[src/smm_map.vh]
`ifndef SMM_MAP_VH
`define SMM_MAP_VH
`define CMD_PTR_A_LOC    16'h0102
`define DATA_PTR_A_LOC   16'h0103
`define CMD_PTR_B_LOC    16'h0106
`define DATA_PTR_B_LOC   16'h0107
`define LOOKUP_BASE      16'h0280
`define LOOKUP_LAST      16'h02FF
`define ISQ_BASE         16'h0040
`define ISQ_PTR_W        6
`define ISQ_PTR_RST      6'h00
`define DESC_WORDS       3'h4
`define EVT_EOM          16'h0001
`define EVT_ERR          16'h0002
`define EVT_PARITY       16'h0004
`define FIFO_WIDTH       17
`define FIFO_DEPTH       8
`define MAX_WC           16'h0021
`define MAX_WC_RTRT      16'h0023
`endif

[src/smm_fifo.v]
`timescale 1ns/1ps
module smm_fifo #(
  parameter WIDTH = 17,
  parameter DEPTH = 8,
  parameter AW    = 3
) (
  input  wire             clk,
  input  wire             resetn,
  input  wire [WIDTH-1:0] in_data,
  input  wire             in_valid,
  output wire             in_ready,
  output wire [WIDTH-1:0] out_data,
  output wire             out_valid,
  input  wire             out_ready
);
  reg [WIDTH-1:0] mem [0:DEPTH-1];
  reg [AW:0]      wr_reg;
  reg [AW:0]      rd_reg;
  wire            full  = (wr_reg[AW] != rd_reg[AW]) && (wr_reg[AW-1:0] == rd_reg[AW-1:0]);
  wire            empty = (wr_reg == rd_reg);
  assign in_ready  = !full;
  assign out_valid = !empty;
  assign out_data  = mem[rd_reg[AW-1:0]];
  always @(posedge clk) begin
    if (in_valid && !full)
      mem[wr_reg[AW-1:0]] <= in_data;
  end
  always @(posedge clk) begin
    if (!resetn) begin
      wr_reg <= {(AW+1){1'b0}};
      rd_reg <= {(AW+1){1'b0}};
    end else begin
      if (in_valid && !full)
        wr_reg <= wr_reg + 1'b1;
      if (out_ready && !empty)
        rd_reg <= rd_reg + 1'b1;
    end
  end
endmodule

[src/selective_message_monitor.v]
`include "smm_map.vh"
`timescale 1ns/1ps
////////////////////////////////////////////////////////////////////////////////
module selective_message_monitor (
  input  wire        clk,
  input  wire        resetn,
  input  wire        enable,
  input  wire        combined_mode,
  input  wire [4:0]  own_rt_addr,
  input  wire        area_b,
  input  wire [1:0]  cmd_stack_size,
  input  wire [2:0]  data_stack_size,
  input  wire        isq_enable,
  input  wire [1:0]  isq_filter,
  input  wire [4:0]  int_mask,
  input  wire [15:0] word_data,
  input  wire        word_is_cmd_sync,
  input  wire        word_valid,
  input  wire        word_error,
  input  wire        bus_idle,
  input  wire        ram_parity_err,
  input  wire [15:0] ram_parity_addr,
  output reg  [15:0] ram_addr,
  output reg  [15:0] ram_wdata,
  output reg         ram_we,
  output reg         ram_re,
  input  wire [15:0] ram_rdata,
  input  wire        ram_ack,
  output reg         irq,
  output reg  [4:0]  event_pulse,
  output reg         busy
);
  localparam S_IDLE   = 4'd0;
  localparam S_RDCP   = 4'd1;
  localparam S_RDDP   = 4'd2;
  localparam S_LOOK   = 4'd3;
  localparam S_COLL   = 4'd4;
  localparam S_DESC   = 4'd5;
  localparam S_DRAIN  = 4'd6;
  localparam S_WBCP   = 4'd7;
  localparam S_WBDP   = 4'd8;
  localparam S_ISQ0   = 4'd9;
  localparam S_ISQ1   = 4'd10;

  // lookup word address
  function [15:0] lookup_addr;
    input [15:0] cmd;
    begin
      lookup_addr = `LOOKUP_BASE | {9'h000, cmd[15:11], cmd[10], cmd[9]};
    end
  endfunction

  function [15:0] cmd_len;
    input [1:0] sel;
    begin
      case (sel)
        2'd0:    cmd_len = 16'h0100;
        2'd1:    cmd_len = 16'h0400;
        2'd2:    cmd_len = 16'h1000;
        default: cmd_len = 16'h4000;
      endcase
    end
  endfunction

  function [16:0] data_len;
    input [2:0] sel;
    begin
      data_len = 17'h0_0200 << sel;
    end
  endfunction

  reg [3:0]  state_reg;
  reg [15:0] cmd_reg;
  reg [15:0] cmd_ptr_reg;
  reg [15:0] data_ptr_reg;
  reg [15:0] cmd_base_reg;
  reg [15:0] data_base_reg;
  reg [15:0] first_data_reg;
  reg [15:0] wcount_reg;
  reg        err_reg;
  reg        rtrt_seen_reg;
  reg        parity_pend_reg;
  reg [15:0] parity_addr_reg;
  reg [15:0] parity_log_reg;
  reg [2:0]  desc_idx_reg;
  reg [5:0]  isq_ptr_reg;
  reg        parity_entry_reg;

  wire [15:0] clen   = cmd_len(cmd_stack_size);
  wire [16:0] dlen   = data_len(data_stack_size);
  wire [15:0] dlen16 = dlen[15:0];
  wire [15:0] cp_loc = area_b ? `CMD_PTR_B_LOC : `CMD_PTR_A_LOC;
  wire [15:0] dp_loc = area_b ? `DATA_PTR_B_LOC : `DATA_PTR_A_LOC;
  wire [4:0]  rt_of  = word_data[15:11];
  wire        own_hit = combined_mode && (rt_of == own_rt_addr || rt_of == 5'h1F);

  // every word received while collecting (S_COLL), status and second command included, buffered for RAM while the fifo has room
  wire [16:0] f_out;
  wire        f_valid;
  wire        f_ready;
  reg         f_pop;
  wire        f_push = (state_reg == S_COLL) && word_valid;
  smm_fifo #(.WIDTH(`FIFO_WIDTH), .DEPTH(`FIFO_DEPTH), .AW(3)) u_fifo (
    .clk       (clk),
    .resetn    (resetn),
    .in_data   ({word_error, word_data}),
    .in_valid  (f_push),
    .in_ready  (f_ready),
    .out_data  (f_out),
    .out_valid (f_valid),
    .out_ready (f_pop)
  );

  // pointer offset within the stack, for midpoint/wrap detection
  wire [15:0] d_off  = (data_ptr_reg - data_base_reg) & (dlen16 - 16'h0001);
  wire [15:0] c_off  = (cmd_ptr_reg - cmd_base_reg) & (clen - 16'h0001);
  wire [15:0] dlenm  = dlen16 - 16'h0001;

  ////////////////////////////////////////////////////////////////////////////////
  always @(posedge clk) begin
    if (!resetn) begin
      state_reg        <= S_IDLE;
      cmd_reg          <= 16'h0000;
      cmd_ptr_reg      <= 16'h0000;
      data_ptr_reg     <= 16'h0000;
      cmd_base_reg     <= 16'h0000;
      data_base_reg    <= 16'h0000;
      first_data_reg   <= 16'h0000;
      wcount_reg       <= 16'h0000;
      err_reg          <= 1'b0;
      rtrt_seen_reg    <= 1'b0;
      parity_pend_reg  <= 1'b0;
      parity_addr_reg  <= 16'h0000;
      parity_log_reg   <= 16'h0000;
      desc_idx_reg     <= 3'h0;
      isq_ptr_reg      <= `ISQ_PTR_RST;
      parity_entry_reg <= 1'b0;
      ram_addr         <= 16'h0000;
      ram_wdata        <= 16'h0000;
      ram_we           <= 1'b0;
      ram_re           <= 1'b0;
      irq              <= 1'b0;
      event_pulse      <= 5'h00;
      busy             <= 1'b0;
      f_pop            <= 1'b0;
    end else begin
      event_pulse <= 5'h00;
      f_pop       <= 1'b0;
      // a new parity error outranks the clear taken in idle
      if (ram_parity_err) begin
        parity_pend_reg <= 1'b1;
        parity_addr_reg <= ram_parity_addr;
      end
      busy <= (state_reg != S_IDLE);
      case (state_reg)
        S_IDLE: begin
          ram_we <= 1'b0;
          ram_re <= 1'b0;
          if (parity_pend_reg && isq_enable) begin
            parity_pend_reg  <= ram_parity_err;
            parity_log_reg   <= parity_addr_reg;
            parity_entry_reg <= 1'b1;
            state_reg        <= S_ISQ0;
          end else if (enable && word_valid && word_is_cmd_sync && !word_error && !own_hit) begin
            cmd_reg       <= word_data;
            err_reg       <= 1'b0;
            rtrt_seen_reg <= 1'b0;
            wcount_reg    <= 16'h0000;
            ram_addr      <= lookup_addr(word_data);
            ram_re        <= 1'b1;
            state_reg     <= S_LOOK;
          end
        end
        S_LOOK: begin
          if (ram_ack) begin
            ram_re <= 1'b0;
            if (ram_rdata[cmd_reg[8:5]]) begin
              ram_addr  <= cp_loc;
              ram_re    <= 1'b1;
              state_reg <= S_RDCP;
            end else begin
              state_reg <= S_IDLE;
            end
          end
        end
        S_RDCP: begin
          if (ram_ack) begin
            cmd_ptr_reg  <= ram_rdata;
            // stack start is the pointer rounded down to the stack length
            cmd_base_reg <= ram_rdata & ~(clen - 16'h0001);
            ram_addr     <= dp_loc;
            state_reg    <= S_RDDP;
          end
        end
        S_RDDP: begin
          if (ram_ack) begin
            ram_re        <= 1'b0;
            data_ptr_reg  <= ram_rdata;
            first_data_reg<= ram_rdata;
            data_base_reg <= ram_rdata & ~dlenm;
            state_reg     <= S_COLL;
          end
        end
        S_COLL: begin
          if (word_valid && word_is_cmd_sync && !rtrt_seen_reg && !cmd_reg[10]
              && wcount_reg == 16'h0000) begin
            rtrt_seen_reg <= 1'b1;
          end
          if (word_valid && word_error)
            err_reg <= 1'b1;
          if (f_push && !f_ready)
            err_reg <= 1'b1;
          if (f_push)
            wcount_reg <= wcount_reg + 16'h0001;
          // one stack write at a time, held until the ram acknowledges
          if (ram_we) begin
            if (ram_ack) begin
              ram_we       <= 1'b0;
              data_ptr_reg <= (d_off == dlenm) ? data_base_reg : data_ptr_reg + 16'h0001;
              if (d_off == dlenm)
                event_pulse[4] <= int_mask[4];
              if (d_off == dlen[16:1] - 16'h0001)
                event_pulse[3] <= int_mask[3];
            end
          end else if (f_valid && !f_pop) begin
            ram_addr  <= data_ptr_reg;
            ram_wdata <= f_out[15:0];
            ram_we    <= 1'b1;
            f_pop     <= 1'b1;
            if (f_out[16])
              err_reg <= 1'b1;
          end
          if (bus_idle && !f_valid && !ram_we && !f_pop) begin
            desc_idx_reg <= 3'h0;
            if (wcount_reg == 16'h0000
                || wcount_reg > (rtrt_seen_reg ? `MAX_WC_RTRT : `MAX_WC))
              err_reg <= 1'b1;
            state_reg <= S_DESC;
          end
        end
        S_DESC: begin
          // each descriptor word is held until acknowledged
          if (!ram_we || ram_ack) begin
            if (desc_idx_reg == `DESC_WORDS) begin
              ram_we    <= 1'b0;
              state_reg <= S_WBCP;
            end else begin
              ram_addr  <= cmd_ptr_reg;
              ram_we    <= 1'b1;
              case (desc_idx_reg)
                3'h0:    ram_wdata <= {15'h0000, err_reg};
                3'h1:    ram_wdata <= wcount_reg;
                3'h2:    ram_wdata <= first_data_reg;
                default: ram_wdata <= cmd_reg;
              endcase
              desc_idx_reg <= desc_idx_reg + 3'h1;
              cmd_ptr_reg  <= (c_off == clen - 16'h0001) ? cmd_base_reg
                                                        : cmd_ptr_reg + 16'h0001;
              if (c_off == clen - 16'h0001)
                event_pulse[2] <= int_mask[2];
              if (c_off == (clen >> 1) - 16'h0001)
                event_pulse[1] <= int_mask[1];
            end
          end
        end
        S_WBCP: begin
          // pointers go back to ram before end of message is signalled
          ram_addr  <= cp_loc;
          ram_wdata <= cmd_ptr_reg;
          ram_we    <= 1'b1;
          state_reg <= S_WBDP;
        end
        S_WBDP: begin
          if (ram_ack) begin
            ram_addr  <= dp_loc;
            ram_wdata <= data_ptr_reg;
            state_reg <= S_DRAIN;
          end
        end
        S_DRAIN: begin
          if (ram_ack) begin
            ram_we         <= 1'b0;
            event_pulse[0] <= int_mask[0];
            state_reg      <= (isq_enable && (err_reg ? isq_filter[1] : isq_filter[0]))
                              ? S_ISQ0 : S_IDLE;
          end
        end
        S_ISQ0: begin
          ram_addr  <= `ISQ_BASE | {10'h000, isq_ptr_reg};
          ram_wdata <= parity_entry_reg ? `EVT_PARITY : (err_reg ? `EVT_ERR : `EVT_EOM);
          ram_we    <= 1'b1;
          state_reg <= S_ISQ1;
        end
        S_ISQ1: begin
          if (ram_ack) begin
            if (ram_addr[0]) begin
              ram_we           <= 1'b0;
              parity_entry_reg <= 1'b0;
              isq_ptr_reg      <= isq_ptr_reg + 6'h02;
              state_reg        <= S_IDLE;
            end else begin
              // second word of the entry: command, or the failing ram address
              ram_addr  <= ram_addr + 16'h0001;
              ram_wdata <= parity_entry_reg ? parity_log_reg : cmd_reg;
            end
          end
        end
        default: state_reg <= S_IDLE;
      endcase
      irq <= |event_pulse;
    end
  end
endmodule

[config.mk]
export PLATFORM = sky130hd
export DESIGN_NAME = selective_message_monitor
export DESIGN_NICKNAME = d
export VERILOG_FILES = /design/src/smm_fifo.v /design/src/selective_message_monitor.v
export VERILOG_INCLUDE_DIRS = /design/src
export SDC_FILE = /design/constraint.sdc
export NUM_CORES = 1
export LEC_CHECK = 0
export BUFFER_PORTS_ARGS = -buffer_cell sky130_fd_sc_hd__buf_2
export CAP_MARGIN = 20
export CORE_MARGIN = 2
export CORE_UTILIZATION = 55
export DETAILED_ROUTE_END_ITERATION = 6
export PLACE_DENSITY_LB_ADDON = 0.08
export SETUP_SLACK_MARGIN = 0.02
export SLEW_MARGIN = 20
export SYNTH_ARGS = -nofsm -noshare
export SYNTH_HDL_FRONTEND = slang
export SYNTH_SLANG_ARGS = --single-unit
[constraint.sdc]
create_clock -name clk -period 8.5 [get_ports clk]
set_input_delay 1.275 -clock clk [delete_from_list [all_inputs] [get_ports clk]]
set_output_delay 1.275 -clock clk [all_outputs]
set_load 0.005 [all_outputs]
Word-level counts from Yosys, hierarchy flattened:

Memories as Yosys holds them, arrays and structs flattened. A register that Yosys moved wholly into a read port is not among the register bits.
Index checks and enable logic that the tools add are counted.

* flip-flop bits (word level): 211
* RAM bits: 136
* input port bits: 77
* output and inout port bits: 41
* word-level logic and storage cells: 281
* memories kept: 1

* add/subtract/negate cells: 14
* $lt $le $gt $ge: 2
* eq/ne operators: 48
* shift-type cells: 1
* multiplexer cells: 98
* bitwise gates (word level): 13
* reduce and logical (&&, ||, !) cells: 73

Memory list
* u_fifo.mem: depth 8, bits a word 17, read ports 1, clocked after Yosys merged registers in 1, write ports 1, line smm_fifo.v:16 `reg [WIDTH-1:0] mem [0:DEPTH-1];`

Operators with widths (count)
* 2-to-1 mux 16 bit: 29
* case mux 16 bit (8 select lines): 1
* case mux 16 bit (2 select lines): 3
* case mux 16 bit (6 select lines): 1
* adder 16 x 1 -> 16 bit, second input constant: 4
* bitwise AND 16 bit: 4
* == test 16 bit: 4
* 2-to-1 mux 4 bit: 13
* case mux 16 bit (3 select lines): 1
* subtractor 16 x 1 -> 16 bit, second input constant: 3
* case mux 15 bit (3 select lines): 1
* case mux 4 bit (11 select lines): 1
* != test 2 bit, second input constant: 19
* NOT 16 bit: 2
* subtractor 16 bit: 2
* 2-to-1 mux 1 bit: 31
* 2-to-1 mux 3 bit: 8
* AND reduction 4 bit: 6
* AND reduction 11 bit: 2
* logical AND 1 bit: 21
* left shift 10 x 3 -> 17 bit, first input constant: 1
* == test 4 x 3 -> 1 bit, second input constant: 4
* > comparator 16 x 6 -> 1 bit: 1
* logical NOT 16 bit: 1
* other kinds (45): 86

Logic depth before layout (Yosys ltp):

* word-level depth: 10
* mapped depth: 11
* depth with buffers taken out: 9

Modules after synthesis:

A second synthesis with hierarchy kept.

* cells, all modules: 1610
* area, all modules: 16454.5 um^2

By module, submodules not included
* selective_message_monitor: times used 1, cells an instance 1328, area an instance 10447.5 um^2, sequential area each 3703.6 um^2
* smm_fifo: times used 1, cells an instance 282, area an instance 6007.0 um^2, sequential area each 4304.1 um^2

Worst setup path after synthesis:

No wires, ideal clock.

* path type: input to register
* from: input port word_valid
* to: memory u_fifo.mem[2][0] (enable)
* library setup time: 441 ps
* arrival time: 3434 ps
* data required time: 8059 ps
* slack: 4625 ps
* stages: 3
* path buffers: 0
* path through: and2_1 nand2_1 nor4b_1

* word-level cells in the longest chain between the ends: 4

RTL lines
* start: declaration: line selective_message_monitor.v:18 `input wire word_valid,`
* logical AND 1 bit: line selective_message_monitor.v:102 `wire f_push = (state_reg == S_COLL) && word_valid;`
* logical AND 1 bit: line smm_fifo.v:25 `if (in_valid && !full)`
* 2-to-1 mux 1 bit: line smm_fifo.v:25
* 2-to-1 mux 1 bit (implied by the code): line smm_fifo.v:26 `mem[wr_reg[AW-1:0]] <= in_data;`
* end: declaration: line smm_fifo.v:16

No other way between the ends.

Worst setup path after layout:

* from: register state_reg[3]
* to: register ram_addr[7]

* word-level cells in the longest chain between the ends: 4
* elaborated cells between the ends (all ways): 24
* those cells by class: eq/ne: 19; mux: 1; reduce/logical: 4

RTL lines
* start: declaration: line selective_message_monitor.v:72 `reg [3:0] state_reg;`
* start signal: assignment: line selective_message_monitor.v:284 `state_reg <= (isq_enable && (err_reg ? isq_filter[1] : isq_filter[0]))`
* == test 4 bit / == test 4 x 1 -> 1 bit (equally long branches): line selective_message_monitor.v:155 `case (state_reg)`
* OR reduction 2 bit (no line)
* nonzero test 8 bit (no line) / != test 2 x 1 -> 1 bit (equally long branches)
* AND reduction 12 bit (no line)
* end signal: assignment: line selective_message_monitor.v:169 `ram_addr <= lookup_addr(word_data);`
* end signal: assignment: line selective_message_monitor.v:178 `ram_addr <= cp_loc;`
* end signal: assignment: line selective_message_monitor.v:191 `ram_addr <= dp_loc;`
* end: declaration: line selective_message_monitor.v:23 `output reg [15:0] ram_addr,`

Parallel ways exist; a longest one is shown, timed or not.
A chain may end at the register's enable or synchronous reset.

==> run_results.csv <==
group,metric,value,unit
die,die_h,176,microns
setup_path,critPathRequiredTime,8.94,ns
setup_path,slowest_delay,0.72,ns
cts,path_clk_slew,0.06,ns
die,die_w,176,microns
final_layout,area_growth_syn_to_layout,13.0,%
synth,avgSynthCellArea,10.2,sq um
die,dieArea,31000,sq um
setup_path,endpoint_kind,"register",
drt,drt_iter0_drc,1466,
die,std_cell_rows,63,
timing,maxSlewViolCount,0,
place,port-buffer-count,117,
synth,synth_top_area_frac,0.250,
drt,vias,13400,
timing,period_needed,3.61,ns
power,peakVddDrop,0.183,mV
setup_path,slowest_stage,"nand4_1",
power,total_power,4.75,mW
setup_path,crit_buf_inv,2,
synth,synth_seq_cells,332,
grt,grt_overflow_total,0,
timing,finalSetupViolCount,0,
setup_path,path_cells,"buf_4 > nor4bb_4 > buf_4 > a21oi_1 > nor2_1 > a2111oi_2 > nand4_1 > or2_2 > a21oi_1",
final_layout,layout-drive-gt1-share,0.170,
setup_path,crit_family,"simple AND/OR/NAND/NOR gates",
place,dp_hpwl,33.4,mm
cts,cts_sinks,332,
drt,postRouteWirelength,48.7,mm
timing,hold_viol,0,
place,place_congestion,0.953,
synth,yosys.cell_types.count,89,
drt,drtAntennaViolNets,0,
grt,grt_pass1_wl,73.6,mm
final_layout,largest_reg_flops,136,
synth,ys.flop_type,"dfxtp_1",
synth,syn-num-nets,1705,
synth,netlist_area,16300,sq um
cts,cts_setup_buffers,0,
outcome,violations,"design-rule violations",
cts,cts-hold-fix-buffers,0,
timing,slew_headroom,0.209,
final_layout,fin_nets,1772,
timing,clock.fmax,277,MHz
cts,cts_buffers,36,
cts,post_cts_resized,0,
run,max-cap-violations,0,
synth,synth.area.top_cells,"edfxtp_1, dfxtp_1, mux4_2",
drt,wl_per_cell,23.3,microns
cts,clock-root-buffer,"clkbuf_16",
synth,synth_edf_count,136,
cts,clock_path_buffers,3,
synth,yosys.area.top_type,"edfxtp_1",
outcome,status,"complete, but fails checks",
die,io_pins,118,
drt,drcViolationCount,2,
grt,grt_start_max_net_pins,72,
drt,viasPerCell,6.41,
timing,tns,0,ns
synth,synth_cells,1602,
synth,yosysSeqAreaShare,0.491,
final_layout,instances_no_fill,2088,
setup_path,crit_type,"reg -> reg",
die,coreArea,29400,sq um
timing,fin_skew,0.00962,ns
synth,async_flop_share,0,
final_layout,fill_cells,2424,
drt,dr.pass1.iters,7,
timing,worst_slew_pin_slew,1.18,ns
timing,finalCritPeriodShare,0.425,
grt,antenna_found_initial,3,
power,p_leak,6.57,nW
setup_path,critPathArrivalTime,4.05,ns
cts,h-tree-depth,2,
grt,grt_pass1_vias,12600,
timing,rsz0062_at_grt,"no",
cts,cts_tree,"done",
cts,clk_latency,0.52,ns
setup_path,crit_fanout,35,
setup_path,critPathLaunchType,"register",
synth,ys.warnings.count,0,
grt,grtUsageTotal,0.311,
place,dp.cells,2021,
die,initial_core_util,0.554,
power,powerDensity,258,nW/um^2
worst_hold_path,hold_path_class,"reg -> reg",
## layer usage
| metal | GRT usage | part of all wire | up-vias |
|---|---|---|---|
| met5 | 0 | 0.00027 | - |
| met4 | 0.155 | 0.053 | 2 |
| met3 | 0.0573 | 0.085 | 155 |
| met2 | 0.503 | 0.46 | 674 |
| met1 | 0.402 | 0.40 | 6469 |
| li1 | - | - | 6094 |
## synth_stat cells, drive strengths merged, types with 7 or more instances
| cell type | n |
|---|---|
| buf | 43 |
| inv | 31 |
| nand3 | 66 |
| a211oi | 14 |
| or3 | 10 |
| dfxtp | 196 |
| xor2 | 30 |
| nor4 | 10 |
| a21oi | 140 |
| a221oi | 11 |
| edfxtp | 136 |
| a31oi | 14 |
| a22oi | 27 |
| clkbuf | 70 |
| nor3 | 28 |
| mux2i | 67 |
| a21o | 11 |
| o211a | 13 |
| or2 | 9 |
| and3 | 17 |
| nand2 | 160 |
| xnor2 | 32 |
| nand3b | 7 |
| o21ai | 79 |
| mux4 | 38 |
| o211ai | 17 |
| and2 | 11 |
| a222oi | 21 |
| nand4 | 17 |
| ha | 26 |
| o22ai | 9 |
| nand2b | 14 |
| nor2 | 143 |
| nor2b | 12 |
## tightest hold or removal path, cell delays in order, from the launching register on
cell     delay, ns
dfxtp_1       0.31
nand2_1       0.05
a21oi_1       0.05
## power breakdown
part | internal, mW | leakage (nW) | switching [mW] | total (mW)
combinational | 0.414 | 3.13 | 0.685 | 1.10
clock | 1.04 | 0.630 | 0.650 | 1.69
sequential | 1.79 | 2.81 | 0.172 | 1.96
total | 3.24 | 6.57 | 1.51 | 4.75
## cells in the final DEF, fill, tap and decap left out, types with 12 or more instances in the layout
cell type  count
buf_2        117
xnor2_1       32
nand2b_1      12
mux4_2        38
buf_4         25
mux2i_1       67
nor2b_1       12
ha_1          26
xor2_1        30
o21ai_0       76
nand4_1       17
nand2_1      159
nor3_1        22
a222oi_1      21
a22oi_1       27
inv_1         30
o211a_1       13
a21oi_1      140
o211ai_1      17
and3_1        17
nand3_1       65
clkbuf_16     38
dfxtp_1      195
nor2_1       140
edfxtp_1     136
a31oi_1       14
## final cells by class
class / instances / area [sq um] / area share
Sequential cell: 332 / 8010 / 0.435
Tap cell: 390 / 488 / 0.0265
Inverter: 31 / 119 / 0.00645
Clock inverter: 15 / 216 / 0.0117
Timing Repair Buffer: 142 / 773 / 0.0420
Multi-Input combinational cell: 1126 / 7740 / 0.420
Antenna cell: 1 / 2.50 / 0.000136
Clock buffer: 51 / 1080 / 0.0586
## cell families after synthesis
| group | count (synthesis) | share of synthesized area |
|---|---|---|
| muxes | 111 | 0.0978 |
| xor gates and xnor gates | 62 | 0.0333 |
| adders and majority gates | 26 | 0.0200 |
| DFF | 332 | 0.491 |
| buffers and inverters | 144 | 0.0375 |
| and+or+nand+nor | 526 | 0.157 |
| AOI/OAI and AO/OA | 401 | 0.164 |
## worst paths after layout
path	from	endpoint	slack, ns	cells past startpoint
max	state_reg[3]$_SDFFE_PN0P_	ram_addr[7]$_SDFFE_PN0P_	4.89	9
min	cmd_base_reg[12]$_SDFFE_PN0P_	cmd_base_reg[12]$_SDFFE_PN0P_	0.45	2
min reg2reg	cmd_base_reg[12]$_SDFFE_PN0P_	cmd_base_reg[12]$_SDFFE_PN0P_	0.45	2
max reg2reg	state_reg[3]$_SDFFE_PN0P_	ram_addr[7]$_SDFFE_PN0P_	4.89	9
## through the flow
stage | hold slack, ns | utilization | worst slack (ns) | instance area, sq um
4_1_cts | 0.458 | 0.627 | 4.90 | 18400
3_5_place_dp | 0.447 | 0.583 | 4.38 | 17100
6_report | 0.452 | 0.627 | 4.89 | 18400
5_1_grt | 0.477 | 0.627 | 4.65 | 18400
2_1_floorplan | 0.431 | - | 4.63 | 16300
3_3_place_gp | 0.440 | 0.583 | 4.42 | 17100
Note: power is estimated with default switching activity, not from simulation.
